==> config.mk <==
export PLATFORM = sky130hd
export DESIGN_NAME = timer_channel
export DESIGN_NICKNAME = d
export VERILOG_FILES = /design/src/include/timer_channel_pkg.sv /design/src/hw/timer_channel.sv
export VERILOG_INCLUDE_DIRS = /design/src /design/src/include
export SDC_FILE = /design/constraint.sdc
export NUM_CORES = 1
export LEC_CHECK = 0
export BUFFER_PORTS_ARGS = -buffer_cell sky130_fd_sc_hd__buf_4
export CORE_MARGIN = 4
export CORE_UTILIZATION = 55
export CTS_BUF_LIST = sky130_fd_sc_hd__clkbuf_8
export DETAILED_ROUTE_END_ITERATION = 12
export GPL_TIMING_DRIVEN = 0
export PLACE_DENSITY = 0.78
export SLEW_MARGIN = 10
export SYNTH_ARGS = -nofsm -noshare
export SYNTH_HDL_FRONTEND = slang
export SYNTH_SLANG_ARGS = --single-unit
export TNS_END_PERCENT = 5
==> constraint.sdc <==
create_clock -name clk -period 8.9 [get_ports clk]
set_input_delay 1.78 -clock clk [delete_from_list [all_inputs] [get_ports clk]]
set_output_delay 1.78 -clock clk [all_outputs]
set_load 0.05 [all_outputs]
==> src/include/timer_channel_defines.svh <==
// Timer channel constants: register map and fields, prescaler limits, counter values
`ifndef TIMER_CHANNEL_DEFINES_SVH
`define TIMER_CHANNEL_DEFINES_SVH

`define TC_WIDTH        16
`define TC_ZERO         16'h0000
`define TC_ALL_ONES     16'hFFFF
`define TC_PRESC_MAX    4'hF
`define TC_PRESC_BITS   15
`define TC_FILTER_DELAY 2

// Register map (word index on the bus)
`define TC_ADDR_MODE    4'h0
`define TC_ADDR_PRESC   4'h1
`define TC_ADDR_CTRL    4'h2
`define TC_ADDR_DATA    4'h3
`define TC_ADDR_COUNT   4'h4
`define TC_ADDR_STATUS  4'h5

// Mode register fields
`define TC_MODE_START_IRQ 0
`define TC_MODE_LSB       1
`define TC_MODE_SRC       4
`define TC_MODE_CKS_LO    5
`define TC_MODE_CKS_HI    6
`define TC_MODE_FILTER    7

// Control register fields (write one)
`define TC_CTRL_START 0
`define TC_CTRL_STOP  1

`endif

==> src/include/timer_channel_pkg.sv <==
// Timer channel types
`default_nettype none

package timer_channel_pkg;

	typedef enum logic [2:0] {
		MODE_INTERVAL   = 3'h0,
		MODE_CAPTURE    = 3'h2,
		MODE_EVENT      = 3'h3,
		MODE_SINGLE     = 3'h4,
		MODE_CAP_SINGLE = 3'h6
	} chan_mode_e;

	typedef enum logic [1:0] {
		ST_IDLE  = 2'b00,
		ST_ARMED = 2'b01,
		ST_FIRST = 2'b11,
		ST_RUN   = 2'b10
	} chan_state_e;

	typedef struct packed {
		logic       filterOn;
		logic [1:0] opClockSel;
		logic       countSourceSelect;
		chan_mode_e mode;
		logic       startIrqSelect;
	} mode_reg_s;

	typedef struct packed {
		logic [3:0] sel3;
		logic [3:0] sel2;
		logic [3:0] sel1;
		logic [3:0] sel0;
	} presc_reg_s;

endpackage

`default_nettype wire

==> src/hw/timer_channel.sv <==
// One 16-bit timer channel with five counting modes behind an Avalon-MM slave
// Functional notes
// - Count clock is the selected operating clock, or timer input valid edges.
// - Operating clock ranges system clock to /2^15, one-cycle pulses; undivided stays high.
// - Counter moves one system clock after each count clock rising edge.
// - Input edges sampled on operating clock; count pulse latency one to two cycles.
// - Noise filter adds two more operating-clock cycles to edge detection.
// - Writing the start bit sets the enable status.
// - Interval and capture modes: counter holds until a count clock; first pulse after enable is start trigger.
// - Interval and capture modes raise interrupt on start trigger when selected.
// - Interval mode: first count clock loads data register, later ones decrement.
// - Interval mode: count clock after zero interrupts, reloads, keeps counting.
// - Divided operating pulse, start trigger, interrupt each last exactly one system clock.
// - Event counter holds its value while stopped.
// - Event counter loads the data register at once when started.
// - Event counter decrements on each detected valid input edge.
// - Capture mode: first count clock clears counter, then each operating clock pulse increments.
// - Capture mode: valid edge captures, interrupts, restarts from zero.
// - Single and capture-single modes: start arms; input rising edge triggers.
// - Single mode: trigger loads data register, count clocks decrement.
// - Single mode: at zero interrupt, counter to all ones, back to armed.
// - Capture-single mode: trigger clears counter, then counts up.
// - Capture-single mode: falling edge captures counter and interrupts.
// - Counter and data register are sixteen bits wide.
`timescale 1ns/1ps
`default_nettype none
`include "timer_channel_defines.svh"

module timer_channel
	import timer_channel_pkg::*;
(
	// Clock and reset
	input  wire logic        clk,
	input  wire logic        reset_n,
	// Avalon-MM slave
	input  wire logic [3:0]  address,
	input  wire logic        read,
	input  wire logic        write,
	input  wire logic [31:0] writedata,
	input  wire logic [3:0]  byteenable,
	output logic      [31:0] readdata,
	output logic             waitrequest,
	output logic      [1:0]  response,
	// Timer input pin
	input  wire logic        timerInputPin,
	// Events
	output logic             channelInterrupt,
	output logic             startTrigger
);

	mode_reg_s                modeReg_q;
	presc_reg_s               prescReg_q;
	logic [`TC_WIDTH-1:0]     dataReg_q;
	logic [`TC_WIDTH-1:0]     counter_q;
	logic                     enableStatus_q;
	chan_state_e              state_q;
	logic                     accDone_q;
	logic [14:0]              prescCnt_q;
	logic                     pinSync1_q;
	logic                     pinSync2_q;
	logic                     pinSamp_q;
	logic [`TC_FILTER_DELAY-1:0] filtShift_q;
	logic                     pinPrev_q;
	logic                     countClk_q;
	logic                     risePulse_q;
	logic                     fallPulse_q;
	logic                     irq_q;
	logic                     trig_q;
	logic [15:0]              divTick;
	logic                     opClock;
	logic                     pinFiltered;
	logic                     doWrite;
	logic                     startWrite;
	logic                     stopWrite;
	logic                     dataWrite;
	logic                     countReq;
	logic                     armedMode;
	logic [31:0]              readMux;

	// Prescaler tap select, shared by all four selections
	function automatic logic tapFor(input logic [3:0] sel, input logic [15:0] ticks);
		tapFor = ticks[sel];
	endfunction

	// Bus: one wait cycle on every access, response at the next edge
	assign waitrequest = (read | write) & ~accDone_q;
	always_ff @(posedge clk or negedge reset_n) begin
		if (!reset_n) begin
			accDone_q <= 1'b0;
		end else begin
			accDone_q <= (read | write) & ~accDone_q;
		end
	end

	assign doWrite    = write & ~waitrequest & byteenable[0];
	assign startWrite = doWrite && address == `TC_ADDR_CTRL && writedata[`TC_CTRL_START];
	assign stopWrite  = doWrite && address == `TC_ADDR_CTRL && writedata[`TC_CTRL_STOP];
	assign dataWrite  = write & ~waitrequest && address == `TC_ADDR_DATA;

	always_ff @(posedge clk or negedge reset_n) begin
		if (!reset_n) begin
			modeReg_q  <= '{filterOn: 1'b0, opClockSel: 2'h0, countSourceSelect: 1'b0,
				mode: MODE_INTERVAL, startIrqSelect: 1'b0};
			prescReg_q <= '0;
		end else if (doWrite) begin
			if (address == `TC_ADDR_MODE)
				modeReg_q <= mode_reg_s'(writedata[7:0]);
			if (address == `TC_ADDR_PRESC)
				prescReg_q <= presc_reg_s'(writedata[15:0]);
		end
	end

	always_comb begin
		readMux  = 32'h0000_0000;
		response = 2'h0;
		case (address)
			`TC_ADDR_MODE:   readMux = {24'h00_0000, modeReg_q};
			`TC_ADDR_PRESC:  readMux = {16'h0000, prescReg_q};
			`TC_ADDR_CTRL:   readMux = 32'h0000_0000;
			`TC_ADDR_DATA:   readMux = {16'h0000, dataReg_q};
			`TC_ADDR_COUNT:  readMux = {16'h0000, counter_q};
			`TC_ADDR_STATUS: readMux = {29'h0, state_q, enableStatus_q};
			default:         response = 2'h2;
		endcase
	end

	// Read data taken in the wait cycle, so it stands when waitrequest drops
	always_ff @(posedge clk or negedge reset_n) begin
		if (!reset_n) begin
			readdata <= 32'h0000_0000;
		end else begin
			readdata <= readMux;
		end
	end

	// Prescaler: tick k pulses once every 2^k system clocks
	always_ff @(posedge clk or negedge reset_n) begin
		if (!reset_n) begin
			prescCnt_q <= 15'h0000;
		end else begin
			prescCnt_q <= prescCnt_q + 15'h0001;
		end
	end

	assign divTick[0] = 1'b1;
	genvar gi;
	generate
		for (gi = 1; gi < 16; gi++) begin : g_tick
			assign divTick[gi] = &prescCnt_q[gi-1:0];
		end
	endgenerate

	always_comb begin
		case (modeReg_q.opClockSel)
			2'h0:    opClock = tapFor(prescReg_q.sel0, divTick);
			2'h1:    opClock = tapFor(prescReg_q.sel1, divTick);
			2'h2:    opClock = tapFor(prescReg_q.sel2, divTick);
			default: opClock = tapFor(prescReg_q.sel3, divTick);
		endcase
	end

	// Pin synchroniser then operating-clock sampling
	always_ff @(posedge clk or negedge reset_n) begin
		if (!reset_n) begin
			pinSync1_q <= 1'b0;
			pinSync2_q <= 1'b0;
		end else begin
			pinSync1_q <= timerInputPin;
			pinSync2_q <= pinSync1_q;
		end
	end

	always_ff @(posedge clk or negedge reset_n) begin
		if (!reset_n) begin
			pinSamp_q   <= 1'b0;
			filtShift_q <= '0;
			pinPrev_q   <= 1'b0;
		end else if (opClock) begin
			pinSamp_q   <= pinSync2_q;
			filtShift_q <= {filtShift_q[`TC_FILTER_DELAY-2:0], pinSamp_q};
			pinPrev_q   <= pinFiltered;
		end
	end

	// Filter passes a level only after it stood stable through the chain
	assign pinFiltered = modeReg_q.filterOn ?
		((&filtShift_q) ? 1'b1 : ((|filtShift_q) ? pinPrev_q : 1'b0)) : pinSamp_q;

	// Edge pulses on the operating clock, one system clock wide
	always_ff @(posedge clk or negedge reset_n) begin
		if (!reset_n) begin
			risePulse_q <= 1'b0;
			fallPulse_q <= 1'b0;
			countClk_q  <= 1'b0;
		end else begin
			risePulse_q <= opClock & pinFiltered & ~pinPrev_q;
			fallPulse_q <= opClock & ~pinFiltered & pinPrev_q;
			countClk_q  <= modeReg_q.countSourceSelect ?
				(opClock & pinFiltered & ~pinPrev_q) : opClock;
		end
	end

	assign armedMode = modeReg_q.mode == MODE_SINGLE || modeReg_q.mode == MODE_CAP_SINGLE;
	assign countReq  = countClk_q;

	// Enable status and sequence state
	always_ff @(posedge clk or negedge reset_n) begin
		if (!reset_n) begin
			enableStatus_q <= 1'b0;
			state_q        <= ST_IDLE;
		end else if (stopWrite) begin
			enableStatus_q <= 1'b0;
			state_q        <= ST_IDLE;
		end else if (startWrite) begin
			enableStatus_q <= 1'b1;
			if (armedMode)
				state_q <= ST_ARMED;
			else if (modeReg_q.mode == MODE_EVENT)
				state_q <= ST_RUN;
			else
				state_q <= ST_FIRST;
		end else begin
			case (state_q)
				ST_ARMED: if (risePulse_q) state_q <= ST_RUN;
				ST_FIRST: if (countReq) state_q <= ST_RUN;
				ST_RUN: begin
					if (modeReg_q.mode == MODE_SINGLE && countReq && counter_q == `TC_ZERO)
						state_q <= ST_ARMED;
					if (modeReg_q.mode == MODE_CAP_SINGLE && fallPulse_q)
						state_q <= ST_ARMED;
				end
				ST_IDLE:  state_q <= ST_IDLE;
				default:  state_q <= ST_IDLE;
			endcase
		end
	end

	// Counter
	always_ff @(posedge clk or negedge reset_n) begin
		if (!reset_n) begin
			counter_q <= `TC_ZERO;
		end else if (startWrite && modeReg_q.mode == MODE_EVENT) begin
			counter_q <= dataReg_q;
		end else begin
			case (state_q)
				ST_ARMED: if (risePulse_q)
					counter_q <= (modeReg_q.mode == MODE_SINGLE) ? dataReg_q : `TC_ZERO;
				ST_FIRST: if (countReq)
					counter_q <= (modeReg_q.mode == MODE_CAPTURE) ? `TC_ZERO : dataReg_q;
				ST_RUN: begin
					case (modeReg_q.mode)
						MODE_INTERVAL: if (countReq)
							counter_q <= (counter_q == `TC_ZERO) ? dataReg_q
								: counter_q - 16'h0001;
						MODE_EVENT: if (countReq)
							counter_q <= counter_q - 16'h0001;
						MODE_CAPTURE: begin
							if (risePulse_q)
								counter_q <= `TC_ZERO;
							else if (opClock)
								counter_q <= counter_q + 16'h0001;
						end
						MODE_SINGLE: if (countReq)
							counter_q <= (counter_q == `TC_ZERO) ? `TC_ALL_ONES
								: counter_q - 16'h0001;
						MODE_CAP_SINGLE: if (opClock && !fallPulse_q)
							counter_q <= counter_q + 16'h0001;
						default: counter_q <= counter_q;
					endcase
				end
				default: counter_q <= counter_q;
			endcase
		end
	end

	// Data register: software writes, captures override
	always_ff @(posedge clk or negedge reset_n) begin
		if (!reset_n) begin
			dataReg_q <= `TC_ZERO;
		end else if (state_q == ST_RUN && modeReg_q.mode == MODE_CAPTURE && risePulse_q) begin
			dataReg_q <= counter_q;
		end else if (state_q == ST_RUN && modeReg_q.mode == MODE_CAP_SINGLE && fallPulse_q) begin
			dataReg_q <= counter_q;
		end else if (dataWrite) begin
			dataReg_q <= writedata[15:0];
		end
	end

	// Interrupt and start trigger, one system clock each
	always_ff @(posedge clk or negedge reset_n) begin
		if (!reset_n) begin
			irq_q  <= 1'b0;
			trig_q <= 1'b0;
		end else begin
			trig_q <= (state_q == ST_FIRST && countReq && !stopWrite)
				|| (state_q == ST_ARMED && risePulse_q && !stopWrite);
			irq_q  <= !stopWrite && (
				(state_q == ST_FIRST && countReq && modeReg_q.startIrqSelect
					&& (modeReg_q.mode == MODE_INTERVAL || modeReg_q.mode == MODE_CAPTURE))
				|| (state_q == ST_RUN && countReq && counter_q == `TC_ZERO
					&& (modeReg_q.mode == MODE_INTERVAL || modeReg_q.mode == MODE_SINGLE))
				|| (state_q == ST_RUN && risePulse_q && modeReg_q.mode == MODE_CAPTURE)
				|| (state_q == ST_RUN && fallPulse_q && modeReg_q.mode == MODE_CAP_SINGLE));
		end
	end

	assign channelInterrupt = irq_q;
	assign startTrigger     = trig_q;

	// Pulse widths, start and stop sequencing, per-mode counter updates
	a_irq_one_cycle: assert property (@(posedge clk) disable iff (!reset_n)
		irq_q |=> !irq_q) else $error("interrupt longer than one cycle");
	a_trig_one_cycle: assert property (@(posedge clk) disable iff (!reset_n)
		trig_q |=> !trig_q) else $error("start trigger longer than one cycle");
	a_start_enables: assert property (@(posedge clk) disable iff (!reset_n)
		startWrite && !stopWrite |=> enableStatus_q) else $error("start did not enable");
	a_stop_clears: assert property (@(posedge clk) disable iff (!reset_n)
		stopWrite |=> !enableStatus_q && state_q == ST_IDLE) else $error("stop did not disable");
	a_stop_freezes: assert property (@(posedge clk) disable iff (!reset_n)
		stopWrite ##1 !startWrite [*2] |-> $stable(counter_q)) else $error("counter moved after stop");
	a_event_load: assert property (@(posedge clk) disable iff (!reset_n)
		startWrite && !stopWrite && modeReg_q.mode == MODE_EVENT |=> counter_q == $past(dataReg_q))
		else $error("event load missing");
	a_first_load: assert property (@(posedge clk) disable iff (!reset_n)
		state_q == ST_FIRST && modeReg_q.mode == MODE_INTERVAL && countReq && !startWrite
		&& !stopWrite |=> counter_q == $past(dataReg_q) && state_q == ST_RUN)
		else $error("interval first load wrong");
	a_start_irq: assert property (@(posedge clk) disable iff (!reset_n)
		state_q == ST_FIRST && countReq && modeReg_q.startIrqSelect && !stopWrite
		&& (modeReg_q.mode == MODE_INTERVAL || modeReg_q.mode == MODE_CAPTURE)
		|=> irq_q && trig_q) else $error("start interrupt missing");
	a_interval_reload: assert property (@(posedge clk) disable iff (!reset_n)
		state_q == ST_RUN && modeReg_q.mode == MODE_INTERVAL && countReq && counter_q == 16'h0000
		&& !startWrite && !stopWrite && !dataWrite |=> irq_q && counter_q == $past(dataReg_q))
		else $error("interval reload wrong");
	a_single_stop: assert property (@(posedge clk) disable iff (!reset_n)
		state_q == ST_RUN && modeReg_q.mode == MODE_SINGLE && countReq && counter_q == 16'h0000
		&& !startWrite && !stopWrite |=> counter_q == 16'hFFFF && state_q == ST_ARMED)
		else $error("single count end wrong");
	a_capture_take: assert property (@(posedge clk) disable iff (!reset_n)
		state_q == ST_RUN && modeReg_q.mode == MODE_CAPTURE && risePulse_q && !startWrite && !stopWrite
		|=> dataReg_q == $past(counter_q) && counter_q == 16'h0000 && irq_q)
		else $error("capture wrong");
	a_capsingle_take: assert property (@(posedge clk) disable iff (!reset_n)
		state_q == ST_RUN && modeReg_q.mode == MODE_CAP_SINGLE && fallPulse_q && !startWrite
		&& !stopWrite |=> dataReg_q == $past(counter_q) && irq_q && state_q == ST_ARMED)
		else $error("high width capture wrong");
	a_count_delay: assert property (@(posedge clk) disable iff (!reset_n)
		state_q == ST_RUN && modeReg_q.mode == MODE_EVENT && !countClk_q && !startWrite
		|=> $stable(counter_q)) else $error("event counter moved without edge");
	a_op_pulse: assert property (@(posedge clk) disable iff (!reset_n)
		prescReg_q.sel0 == 4'h1 && modeReg_q.opClockSel == 2'h0 && $stable(prescReg_q) && opClock
		|=> !opClock) else $error("divided clock wider than one cycle");

endmodule

`default_nettype wire

=== Word level (Yosys, flattened, before mapping) ===
Index checks and enable logic that the tools add are counted.

* Add/subtract/negate cells: 3
* $lt $le $gt $ge: 4
* Eq/ne operators: 25
* Mux-type cells: 44
* Bitwise operators: 12
* Reductions and logical operators: 65

{| class="wikitable"
|+ Operators by type and width
! kind !! count
|-
| $mux 16 || 16
|-
| $pmux 16 s5 || 2
|-
| $pmux 16 s3 || 1
|-
| $logic_and 1x1->1 || 27
|-
| $ne 4x4->1 const B || 6
|-
| $lt 4x5->1 const B || 4
|-
| $reduce_and 9->1 || 2
|-
| $add 16x1->16 const B || 1
|-
| $bmux 1 s4 || 4
|-
| $logic_not 16->1 || 1
|-
| $mux 2 || 8
|-
| $sub 16x1->16 const B || 1
|-
| $add 15x1->15 const B || 1
|-
| $reduce_and 15->1 || 1
|-
| $reduce_and 14->1 || 1
|-
| $reduce_and 13->1 || 1
|-
| $reduce_and 12->1 || 1
|-
| $mux 1 || 11
|-
| $reduce_and 11->1 || 1
|-
| $ne 5x5->1 const B || 2
|-
| $reduce_and 10->1 || 1
|-
| $eq 4x2->1 const B || 2
|-
| $eq 4x3->1 const B || 2
|-
| $pmux 2 s4 || 1
|-
| 28 further kinds || 55
|}

* Flip-flop bits (word level): 118
* Input bits: 45
* Output and inout bits: 37
* Word-level logic and storage cells: 179

=== Logic depth before layout (Yosys ltp) ===
Gate-level depths: netlist (run 1).

* Word-level depth: 10
* Gate-level depth with buffers: 15
* Depth with buffers taken out: 12

=== Least setup slack after synthesis (run 1) ===
Ideal clock, no wire load.

* Path kind: input to output
* From: input port address[2]
* To: output port response[1]
* Arrival time: 2.552 ns
* Required time: 7.120 ns
* Setup slack: 4.568 ns
* Stages: 2
* Path buffers: 1
* Cells stage by stage: clkbuf_1 > a21o_1

* Cells in the longest elaborated chain, start to end: 3

{| class="wikitable"
|+ RTL lines
! item !! RTL line !! text
|-
| start: declaration || timer_channel.sv:36 || <nowiki>input wire logic [3:0] address,</nowiki>
|-
| $eq 4x2->1 (tied with other cells) || timer_channel.sv:116 || <nowiki>case (address)</nowiki>
|-
| $reduce_or 6->1 (no source line) * || -- ||
|-
| $mux 2 * || timer_channel.sv:116 ||
|-
| end: declaration || timer_channel.sv:43 || <nowiki>output logic [1:0] response,</nowiki>
|}

Every way passes the cells marked *; elsewhere a longest branch is shown, timed or not.

=== Worst setup path after layout (run 1) ===
Ends and elaborated chain as after synthesis.

==> out/metrics.cfg, run 1 <==
[timing]
tightest_slew_ns = 1.10
hold_violations = 0
slew_viol_final = 0
slew_headroom = 0.266
tns_ns = 0
skew_ns = 0.00791
setup-violations-final = 0
fin_crit_ns = 4.47
rsz0062_at_grt = false
fmax_ghz = 0.223
min_period_over_period = 0.503

[floorplan]
die_w_um = 117
rows = 39
boundaryPins = 82
core-area_um2 = 11500
die_h_um = 117
initial_utilization = 0.569
die_area_um2 = 13700

[logic_synthesis]
netlist_top_cells_area = dfrtp_1 39%, mux2_2 4.8%, mux2i_1 4.6%
synth-seq-cells = 102
synth_edf_count = 0
syn-instance-count = 731
yosysTopAreaCell = dfrtp_1
synthArstFlopShare = 1.00
synth_area_um2 = 6550
synth_cell_types = 69
yosysWarnings = 0
synth.avg_cell_area_um2 = 8.96
synthFlopType = dfrtp_1
seq_area_frac_synth = 0.390
synth_top_area_share = 0.390
synth.most_common_cell = dfrtp_1
synth_common_cells = 102 x dfrtp_1, 62 x nor2_1, 57 x nand2_1

[placement]
gp_congestion = 0.972
port_buffers = 44
dpl.hpwl_mm = 14.4

[layout]
n_antenna_cell = 0
fin_nets = 855
syn2layout_area_growth_pct = 12.3
postLayoutCoreUtil = 0.639
n_fill_cell = 992
drive_gt1_frac = 0.161

[routing]
wl_mm = 19.5
num_vias = 6074
drtPass1Iterations = 5
drc_errors = 0
drt_iter0_drc = 701
vias_per_cell = 6.39
wire_per_inst_um = 20.5
ant_nets = 0

[critical_path]
end_kind = output port
arrival_ns = 2.69
r2r_setup_slack_ns = 4.94
startpoint_type = input port
path_class = in -> out
cp_max_fo = 10
cp.required_ns = 7.12

[clocking]
root_buffer = clkbuf_8
numCtsBuffers = 9
cts_tree = built
cts.repair.resized = 0
h-tree-depth = 3
worstSkewPairLatency_ns = 0.39
clk_pin_slew_ns = 0.09
cts_buffer_depth = 2
cts_setup_buffers = 0
clock-sinks = 102
hold_buffers = 0

[power]
ir_worst_vdd_uv = 166
power_density_nw_per_um2 = 255
p_leak_nw = 3.14

[run]
max-cap-violations = 0

[grt]
grt_pass1_vias = 5594
grt_pass1_wl_mm = 30.3
grt_max_degree = 53
grt_antenna_before_repair = 1
grt_overflow_total = 0
grt_use_total = 0.292

[min_path]
hp-class = reg -> reg

[outcome]
status = finished, final reports clean

-- metrics by stage --
stage          hold slack, ns  cells  instance area [µm²]  power (mW)  setup slack [ns]
2_1_floorplan           0.331    747                 6610        1.32              4.57
3_3_place_gp            0.342    934                 7120        1.53              4.20
3_5_place_dp            0.347    935                 7140        1.55              4.12
4_1_cts                 0.370    951                 7350        1.86              4.42
5_1_grt                 0.381    951                 7350        1.98              4.35
6_report                0.367    951                 7350        1.87              4.43
-- routing by layer --
layer | wire length, µm | vias to the layer above | global-route usage
met5 | 7 | - | 0
li1 | - | 2777 | -
met2 | 8800 | 333 | 0.449
met1 | 8410 | 2923 | 0.417
met3 | 1730 | 39 | 0.0581
met4 | 500 | 2 | 0.0948
-- cell type report --
type | instances | area, µm² | share of cell area
Multi-Input combinational cell | 547 | 3600 | 0.489
Sequential cell | 102 | 2550 | 0.347
Buffer | 73 | 369 | 0.0502
Timing Repair Buffer | 45 | 358 | 0.0487
Tap cell | 143 | 179 | 0.0243
Clock buffer | 10 | 138 | 0.0187
Inverter | 25 | 93.8 | 0.0128
Clock inverter | 6 | 67.6 | 0.00919
-- layout by cell type, fill, tap and decap left out, types with 10 or more instances in the layout --
master,netlist,routed
clkbuf_1,46,46
nand2b_1,10,10
nand2_1,57,57
dfrtp_1,102,102
a21oi_1,53,53
nor3_1,23,22
mux2i_1,30,30
xnor2_1,16,16
nor2b_1,10,10
mux2_2,28,28
conb_1,1,17
clkbuf_8,0,10
a22oi_1,16,16
buf_4,17,61
o21ai_0,44,44
nor2_1,62,62
nand3_1,16,16
a222oi_1,11,11
inv_1,25,25
-- critical path: stages --
cell and delay (ns):
buf_4 0.08, clkbuf_1 0.44, a21o_1 0.20, buf_4 0.19
-- path summary, 6_finish.rpt --
check,from,endpoint,cells past startpoint
worst max register to register,prescCnt_q[0],counter_q[12],14
worst min register to register,pinSync1_q,pinSync2_q,0
worst max-delay path,address[2],response[1],4
worst min-delay path,pinSync1_q,pinSync2_q,0
min in group asynchronous,reset_n,counter_q[15],1
max in group asynchronous,reset_n,enableStatus_q,2
-- state kept, by name, indices dropped and copies added (netlist names) --
name,count
startTrigger,1
dataReg_q,16
readdata,16
pinSync2_q,1
risePulse_q,1
prescCnt_q,15
modeReg_q,8
fallPulse_q,1
pinPrev_q,1
enableStatus_q,1
state_q,2
prescReg_q,16
filtShift_q,2
pinSamp_q,1
accDone_q,1
channelInterrupt,1
pinSync1_q,1
counter_q,16
countClk_q,1
-- power breakdown --
group	switching, mW	internal (mW)
registers	0.113	0.574
clock network	0.167	0.139
logic	0.510	0.369
-- cell families after synthesis --
family | after synthesis | share of synthesized area
xor gates and xnor gates | 24 | 0.0321
buffers and inverters | 98 | 0.0707
DFF | 102 | 0.390
muxes | 64 | 0.108
other | 1 | 0.000573
AOI/OAI and AO/OA | 201 | 0.208
adders and majority gates | 7 | 0.0134
and+or+nand+nor | 234 | 0.177
Power figures use the tool's default switching activity.
==> run 2, diff against run 1 <==
--- a/config.mk
+++ b/config.mk
@@ -12,7 +12,7 @@
 export CTS_BUF_LIST = sky130_fd_sc_hd__clkbuf_8
 export DETAILED_ROUTE_END_ITERATION = 12
 export GPL_TIMING_DRIVEN = 0
-export PLACE_DENSITY = 0.78
+export PLACE_DENSITY = 0.81
 export SLEW_MARGIN = 10
 export SYNTH_ARGS = -nofsm -noshare
 export SYNTH_HDL_FRONTEND = slang
==> constraint.sdc (replaced) <==
create_clock -name clk -period 3.8 [get_ports clk]
set_input_delay 0.76 -clock clk [delete_from_list [all_inputs] [get_ports clk]]
set_output_delay 0.76 -clock clk [all_outputs]
set_load 0.05 [all_outputs]
==> out/metrics.cfg, run 2 (synthesis gave the netlist of run 1 again) <==
[timing]
fin_crit_ns = 3.60
whs_ns = 0.331
fmax_ghz = 0.278
rsz0062_at_grt = false
slew_headroom = 0.283
slew_viol_final = 0
skew_ns = 0.0180
tightest_slew_ns = 1.07
min_period_over_period = 0.946
hold_violations = 0
tns_ns = 0
setup_ws_ns = 0.205
setup-violations-final = 0

[clocking]
h-tree-depth = 3
cts_tree = built
root_buffer = clkbuf_8
cts_buffer_depth = 2
worstSkewPairLatency_ns = 0.39
clk_pin_slew_ns = 0.10
hold_buffers = 0
numCtsBuffers = 9
clock-sinks = 102

[placement]
dp.cells = 935
pre_cts_slack_ns = 0.00294
gp_congestion = 0.994
dpl.hpwl_mm = 14.2
port_buffers = 44

[layout]
final_cells = 952
drive_gt1_frac = 0.167
fin_nets = 856
n_antenna_cell = 0
layout_commonest_cell = dfrtp_1
final_cell_mix = 101 x dfrtp_1, 62 x buf_4, 61 x nor2_1
n_fill_cell = 953
seqCellArea_um2 = 2550
multiInputGateArea_um2 = 3610
syn2layout_area_growth_pct = 12.3

[routing]
drt_iter0_drc = 624
ant_nets = 0
num_vias = 6175
drc_errors = 0
vias_per_cell = 6.49
wire_per_inst_um = 20.4
wl_mm = 19.4
drtPass1Iterations = 5

[grt]
grt_overflow_total = 0
grt_use_total = 0.292
grt_pass1_wl_mm = 30.8
grt_pass1_vias = 5883
grt_antenna_before_repair = 0
grt_max_degree = 67

[critical_path]
startpoint_type = flop
cp_top_family = simple AND/OR/NAND/NOR gates
r2r_setup_slack_ns = 0.20
cp.required_ns = 4.07
cpMaxStageDelayCell = dfrtp_2
cp_cell_sequence = ha_2 -> nand3_1 -> nor2_2 -> ha_1 -> nand3b_1 -> nand3b_1 -> a21oi_1 -> or4_1 -> a31oi_1 -> o21bai_4 -> o311a_1 -> buf_6 -> buf_12 -> mux2_4
startpoint = prescCnt_q[0]
r2r_start = prescCnt_q[0]
arrival_ns = 3.87
crit_path_max_incr_delay_ns = 0.47
crit_top_cell = nand3b_1
cp_max_fo = 10
path_class = reg -> reg
end_kind = flop
cp_num_buf_inv = 2

[floorplan]
core-area_um2 = 11500
initial_utilization = 0.569
die_area_um2 = 13700
die_h_um = 117
die_w_um = 117
rows = 39
boundaryPins = 82

[power]
p_leak_nw = 3.15
power_density_nw_per_um2 = 593
finalPower_mw = 4.36
ir_worst_vdd_uv = 443

[run]
max-cap-violations = 0

[min_path]
hp-class = in -> async

[outcome]
status = finished, final reports clean

-- run 2: per-stage QoR --
step,area (µm²),util
6_report,7350,0.639
5_1_grt,7350,0.639
4_1_cts,7330,0.636
3_5_place_dp,7140,0.620
3_3_place_gp,7120,0.618
2_1_floorplan,6610,-
-- run 2: path summary, 6_finish.rpt --
| check | endpoint | cells after the start |
|---|---|---|
| worst max register to register | counter_q[9] | 14 |
| worst max-delay path | counter_q[9] | 14 |
| worst min register to register | pinSync2_q | 0 |
| min in group clk | pinSync2_q | 0 |
| worst min-delay path | counter_q[3] | 1 |
| max in group asynchronous | prescCnt_q[11] | 2 |
-- run 2: final cells by class --
class	count	area share
sequential	102	0.347
tap	143	0.0243
inverter	25	0.0128
clock inverter	6	0.00578
multi-input combinational	547	0.491
clock buffer	10	0.0187
timing repair buffer	46	0.0497
buffer	73	0.0502
-- run 2: metal layers --
metal  wire (µm)  global-route usage
met2        8800               0.455
met5           0                   0
met1        8170               0.403
met4         530              0.0971
met3        1940              0.0689
-- run 2: report_power, final --
part           leakage, nW  internal, mW  total [mW]  switching [mW]
clock network       0.0949         0.260       0.668           0.408
logic                 1.78         0.873        2.08            1.21
registers             1.27          1.34        1.61           0.266
-- run 2: what timing repair did --
item / 4_1_cts / 5_1_grt
pin swaps: 0 / 1
resized for setup: 1 / 4
buffers inserted: 0 / 1
setup endpoints to repair: 6 / 16
gates cloned: 0 / 0
==> run 3, diff against run 2 <==
--- a/config.mk
+++ b/config.mk
@@ -6,13 +6,14 @@
 export SDC_FILE = /design/constraint.sdc
 export NUM_CORES = 1
 export LEC_CHECK = 0
+export ABC_AREA = 1
 export BUFFER_PORTS_ARGS = -buffer_cell sky130_fd_sc_hd__buf_4
-export CORE_MARGIN = 4
+export CORE_MARGIN = 2
 export CORE_UTILIZATION = 55
 export CTS_BUF_LIST = sky130_fd_sc_hd__clkbuf_8
 export DETAILED_ROUTE_END_ITERATION = 12
 export GPL_TIMING_DRIVEN = 0
-export PLACE_DENSITY = 0.81
+export PLACE_DENSITY = 0.79
 export SLEW_MARGIN = 10
 export SYNTH_ARGS = -nofsm -noshare
 export SYNTH_HDL_FRONTEND = slang
==> out/metrics.cfg, run 3 <==
[routing]
wire_per_inst_um = 16.4
ant_nets = 0
vias_per_cell = 5.61
drtPass1Iterations = 7
num_vias = 6386
wl_mm = 18.7
drc_errors = 0
drt_iter0_drc = 631

[logic_synthesis]
seq_area_frac_synth = 0.386
synth-seq-cells = 102
yosysWarnings = 0
synthArstFlopShare = 1.00
synth_top_area_share = 0.386
syn-instance-count = 913
synth_cell_types = 45
synth_common_cells = 216 x nand2_1, 109 x inv_1, 106 x nand3_1
synth_area_um2 = 6620
synth.most_common_cell = nand2_1
yosysTopAreaCell = dfrtp_1
synth.avg_cell_area_um2 = 7.25
netlist_top_cells_area = dfrtp_1 39%, nand2_1 12%, nand3_1 8.0%
synth_edf_count = 0
synthFlopType = dfrtp_1

[layout]
drive_gt1_frac = 0.127
n_antenna_cell = 0
fin_area_um2 = 7460
multiInputGateArea_um2 = 3420
final_cell_mix = 216 x nand2_1, 110 x inv_1, 106 x nand3_1
final_cells = 1138
syn2layout_area_growth_pct = 12.7
postLayoutCoreUtil = 0.629
fin_nets = 1038
seqCellArea_um2 = 2550
layout_commonest_cell = nand2_1
n_fill_cell = 1097

[floorplan]
rows = 40
boundaryPins = 82
die_w_um = 114
initial_utilization = 0.558
die_area_um2 = 12900
die_h_um = 114
core-area_um2 = 11900

[timing]
rsz0062_at_grt = false
setup-violations-final = 0
hold_violations = 0
fin_crit_ns = 2.93
min_period_over_period = 0.770
slew_headroom = 0.647
fmax_ghz = 0.342
tightest_slew_ns = 0.530
slew_viol_final = 0
tns_ns = 0
skew_ns = 0.0192

[clocking]
cts_tree = built
worstSkewPairLatency_ns = 0.39
root_buffer = clkbuf_8
numCtsBuffers = 9
cts_buffer_depth = 2
clk_pin_slew_ns = 0.10
hold_buffers = 0
clock-sinks = 102
cts_setup_buffers = 0
cts.repair.resized = 0
h-tree-depth = 3

[power]
finalPower_mw = 4.56
p_leak_nw = 3.77
power_density_nw_per_um2 = 612
ir_worst_vdd_uv = 357

[critical_path]
path_class = reg -> reg
r2r_setup_slack_ns = 0.87
cp_num_buf_inv = 3
r2r_start = prescCnt_q[0]
cp_max_fo = 10
crit_top_cell = nand2_1
crit_path_max_incr_delay_ns = 0.46
cp_top_family = simple AND/OR/NAND/NOR gates
startpoint_type = flop
rr_worst_depth = 17
arrival_ns = 3.20
cp.required_ns = 4.07
cpMaxStageDelayCell = dfrtp_1
cp_cell_sequence = ha_1 -> inv_2 -> nor2_8 -> nand2_4 -> inv_2 -> ha_1 -> a21oi_1 -> o21ai_0 -> nand3_1 -> nand2_1 -> nand2_1 -> nand2_2 -> o21ai_4 -> nand2_8 -> buf_4 -> nand3_1 -> nand2_1
worstReg2RegEnd = counter_q[8]
end_kind = flop

[placement]
port_buffers = 45
dpl.hpwl_mm = 14.2
dpl-instance-area_um2 = 7200
dp.cells = 1121
gp_congestion = 0.958

[min_path]
hp-class = in -> async

[grt]
grt_antenna_before_repair = 0
top_usage_layer = met2
use_met1 = 0.410
gr-usage-met3 = 0.0446
grt_pass1_wl_mm = 30.5
grt_use_total = 0.301
grt_pass1_vias = 6013
grt_max_degree = 103
grt_overflow_total = 0
met2_usage = 0.496

[run]
max-cap-violations = 0

[outcome]
status = finished, final reports clean

==> run 3: changes by cell type in the layout (fill, tap and decap cells not counted), sizes merged, moves of 11 or more <==
| cell | previous run | this run |
|---|---|---|
| a21oi | 53 | 42 |
| a222oi | 11 | 0 |
| a22oi | 16 | 0 |
| clkbuf | 56 | 25 |
| inv | 29 | 118 |
| mux2 | 34 | 1 |
| mux2i | 30 | 0 |
| nand2 | 57 | 227 |
| nand3 | 16 | 107 |
| nor2 | 62 | 80 |
| nor3 | 24 | 11 |
| o21ai | 45 | 70 |
| o221ai | 4 | 29 |
| xnor2 | 16 | 5 |
==> run 3: how the worst max path moves through the flow <==
stage	from	to	slack (ns)	cells after the start
after floorplan	read	counter_q[10]	0.98	14
after global placement	read	counter_q[13]	0.92	16
after detailed placement	read	counter_q[8]	0.88	16
after CTS	prescCnt_q[0]	counter_q[8]	0.92	17
after global routing	prescCnt_q[0]	counter_q[7]	0.69	18
final	prescCnt_q[0]	counter_q[8]	0.87	17
==> run 3: area by class of cell <==
class,count,share of cell area
Buffer,44,0.0349
Clock buffer,9,0.0166
Clock inverter,7,0.0139
Inverter,118,0.0594
Multi-Input combinational cell,665,0.459
Sequential cell,102,0.342
Tap cell,147,0.0247
Timing Repair Buffer,46,0.0495
==> run 3: report_power, final <==
group | switching [mW] | internal [mW] | total, mW | leakage (nW)
combinational | 1.51 | 0.728 | 2.23 | 2.35
clock | 0.407 | 0.381 | 0.789 | 0.119
sequential | 0.209 | 1.33 | 1.54 | 1.30
total | 2.12 | 2.44 | 4.56 | 3.77
==> run 3: logic make-up (layout without fill, tap and decap cells) <==
kind of cell | count (synthesis) | in the layout | synth area share
adder cells (fa/ha/maj) | 7 | 7 | 0.0132
flip-flops | 102 | 102 | 0.386
other | 1 | 17 | 0.000567
AO/OA/AOI/OAI | 174 | 174 | 0.162
AND/OR/NAND/NOR | 443 | 443 | 0.300
XOR/XNOR | 23 | 23 | 0.0304
multiplexers | 1 | 1 | 0.00170
buffers and inverters | 162 | 224 | 0.106
==> run 3: routing by layer <==
metal / vias up / wire [µm]
li1: 3146 / -
met1: 2983 / 8240
met2: 228 / 8900
met3: 29 / 1080
met4: 0 / 449
met5: - / 0
==> run 3: through the flow <==
step	hold slack [ns]	worst slack (ns)
floorplan	0.331	0.978
global placement	0.332	0.923
detailed placement	0.346	0.881
CTS	0.371	0.921
global route	0.191	0.689
finish	0.191	0.875
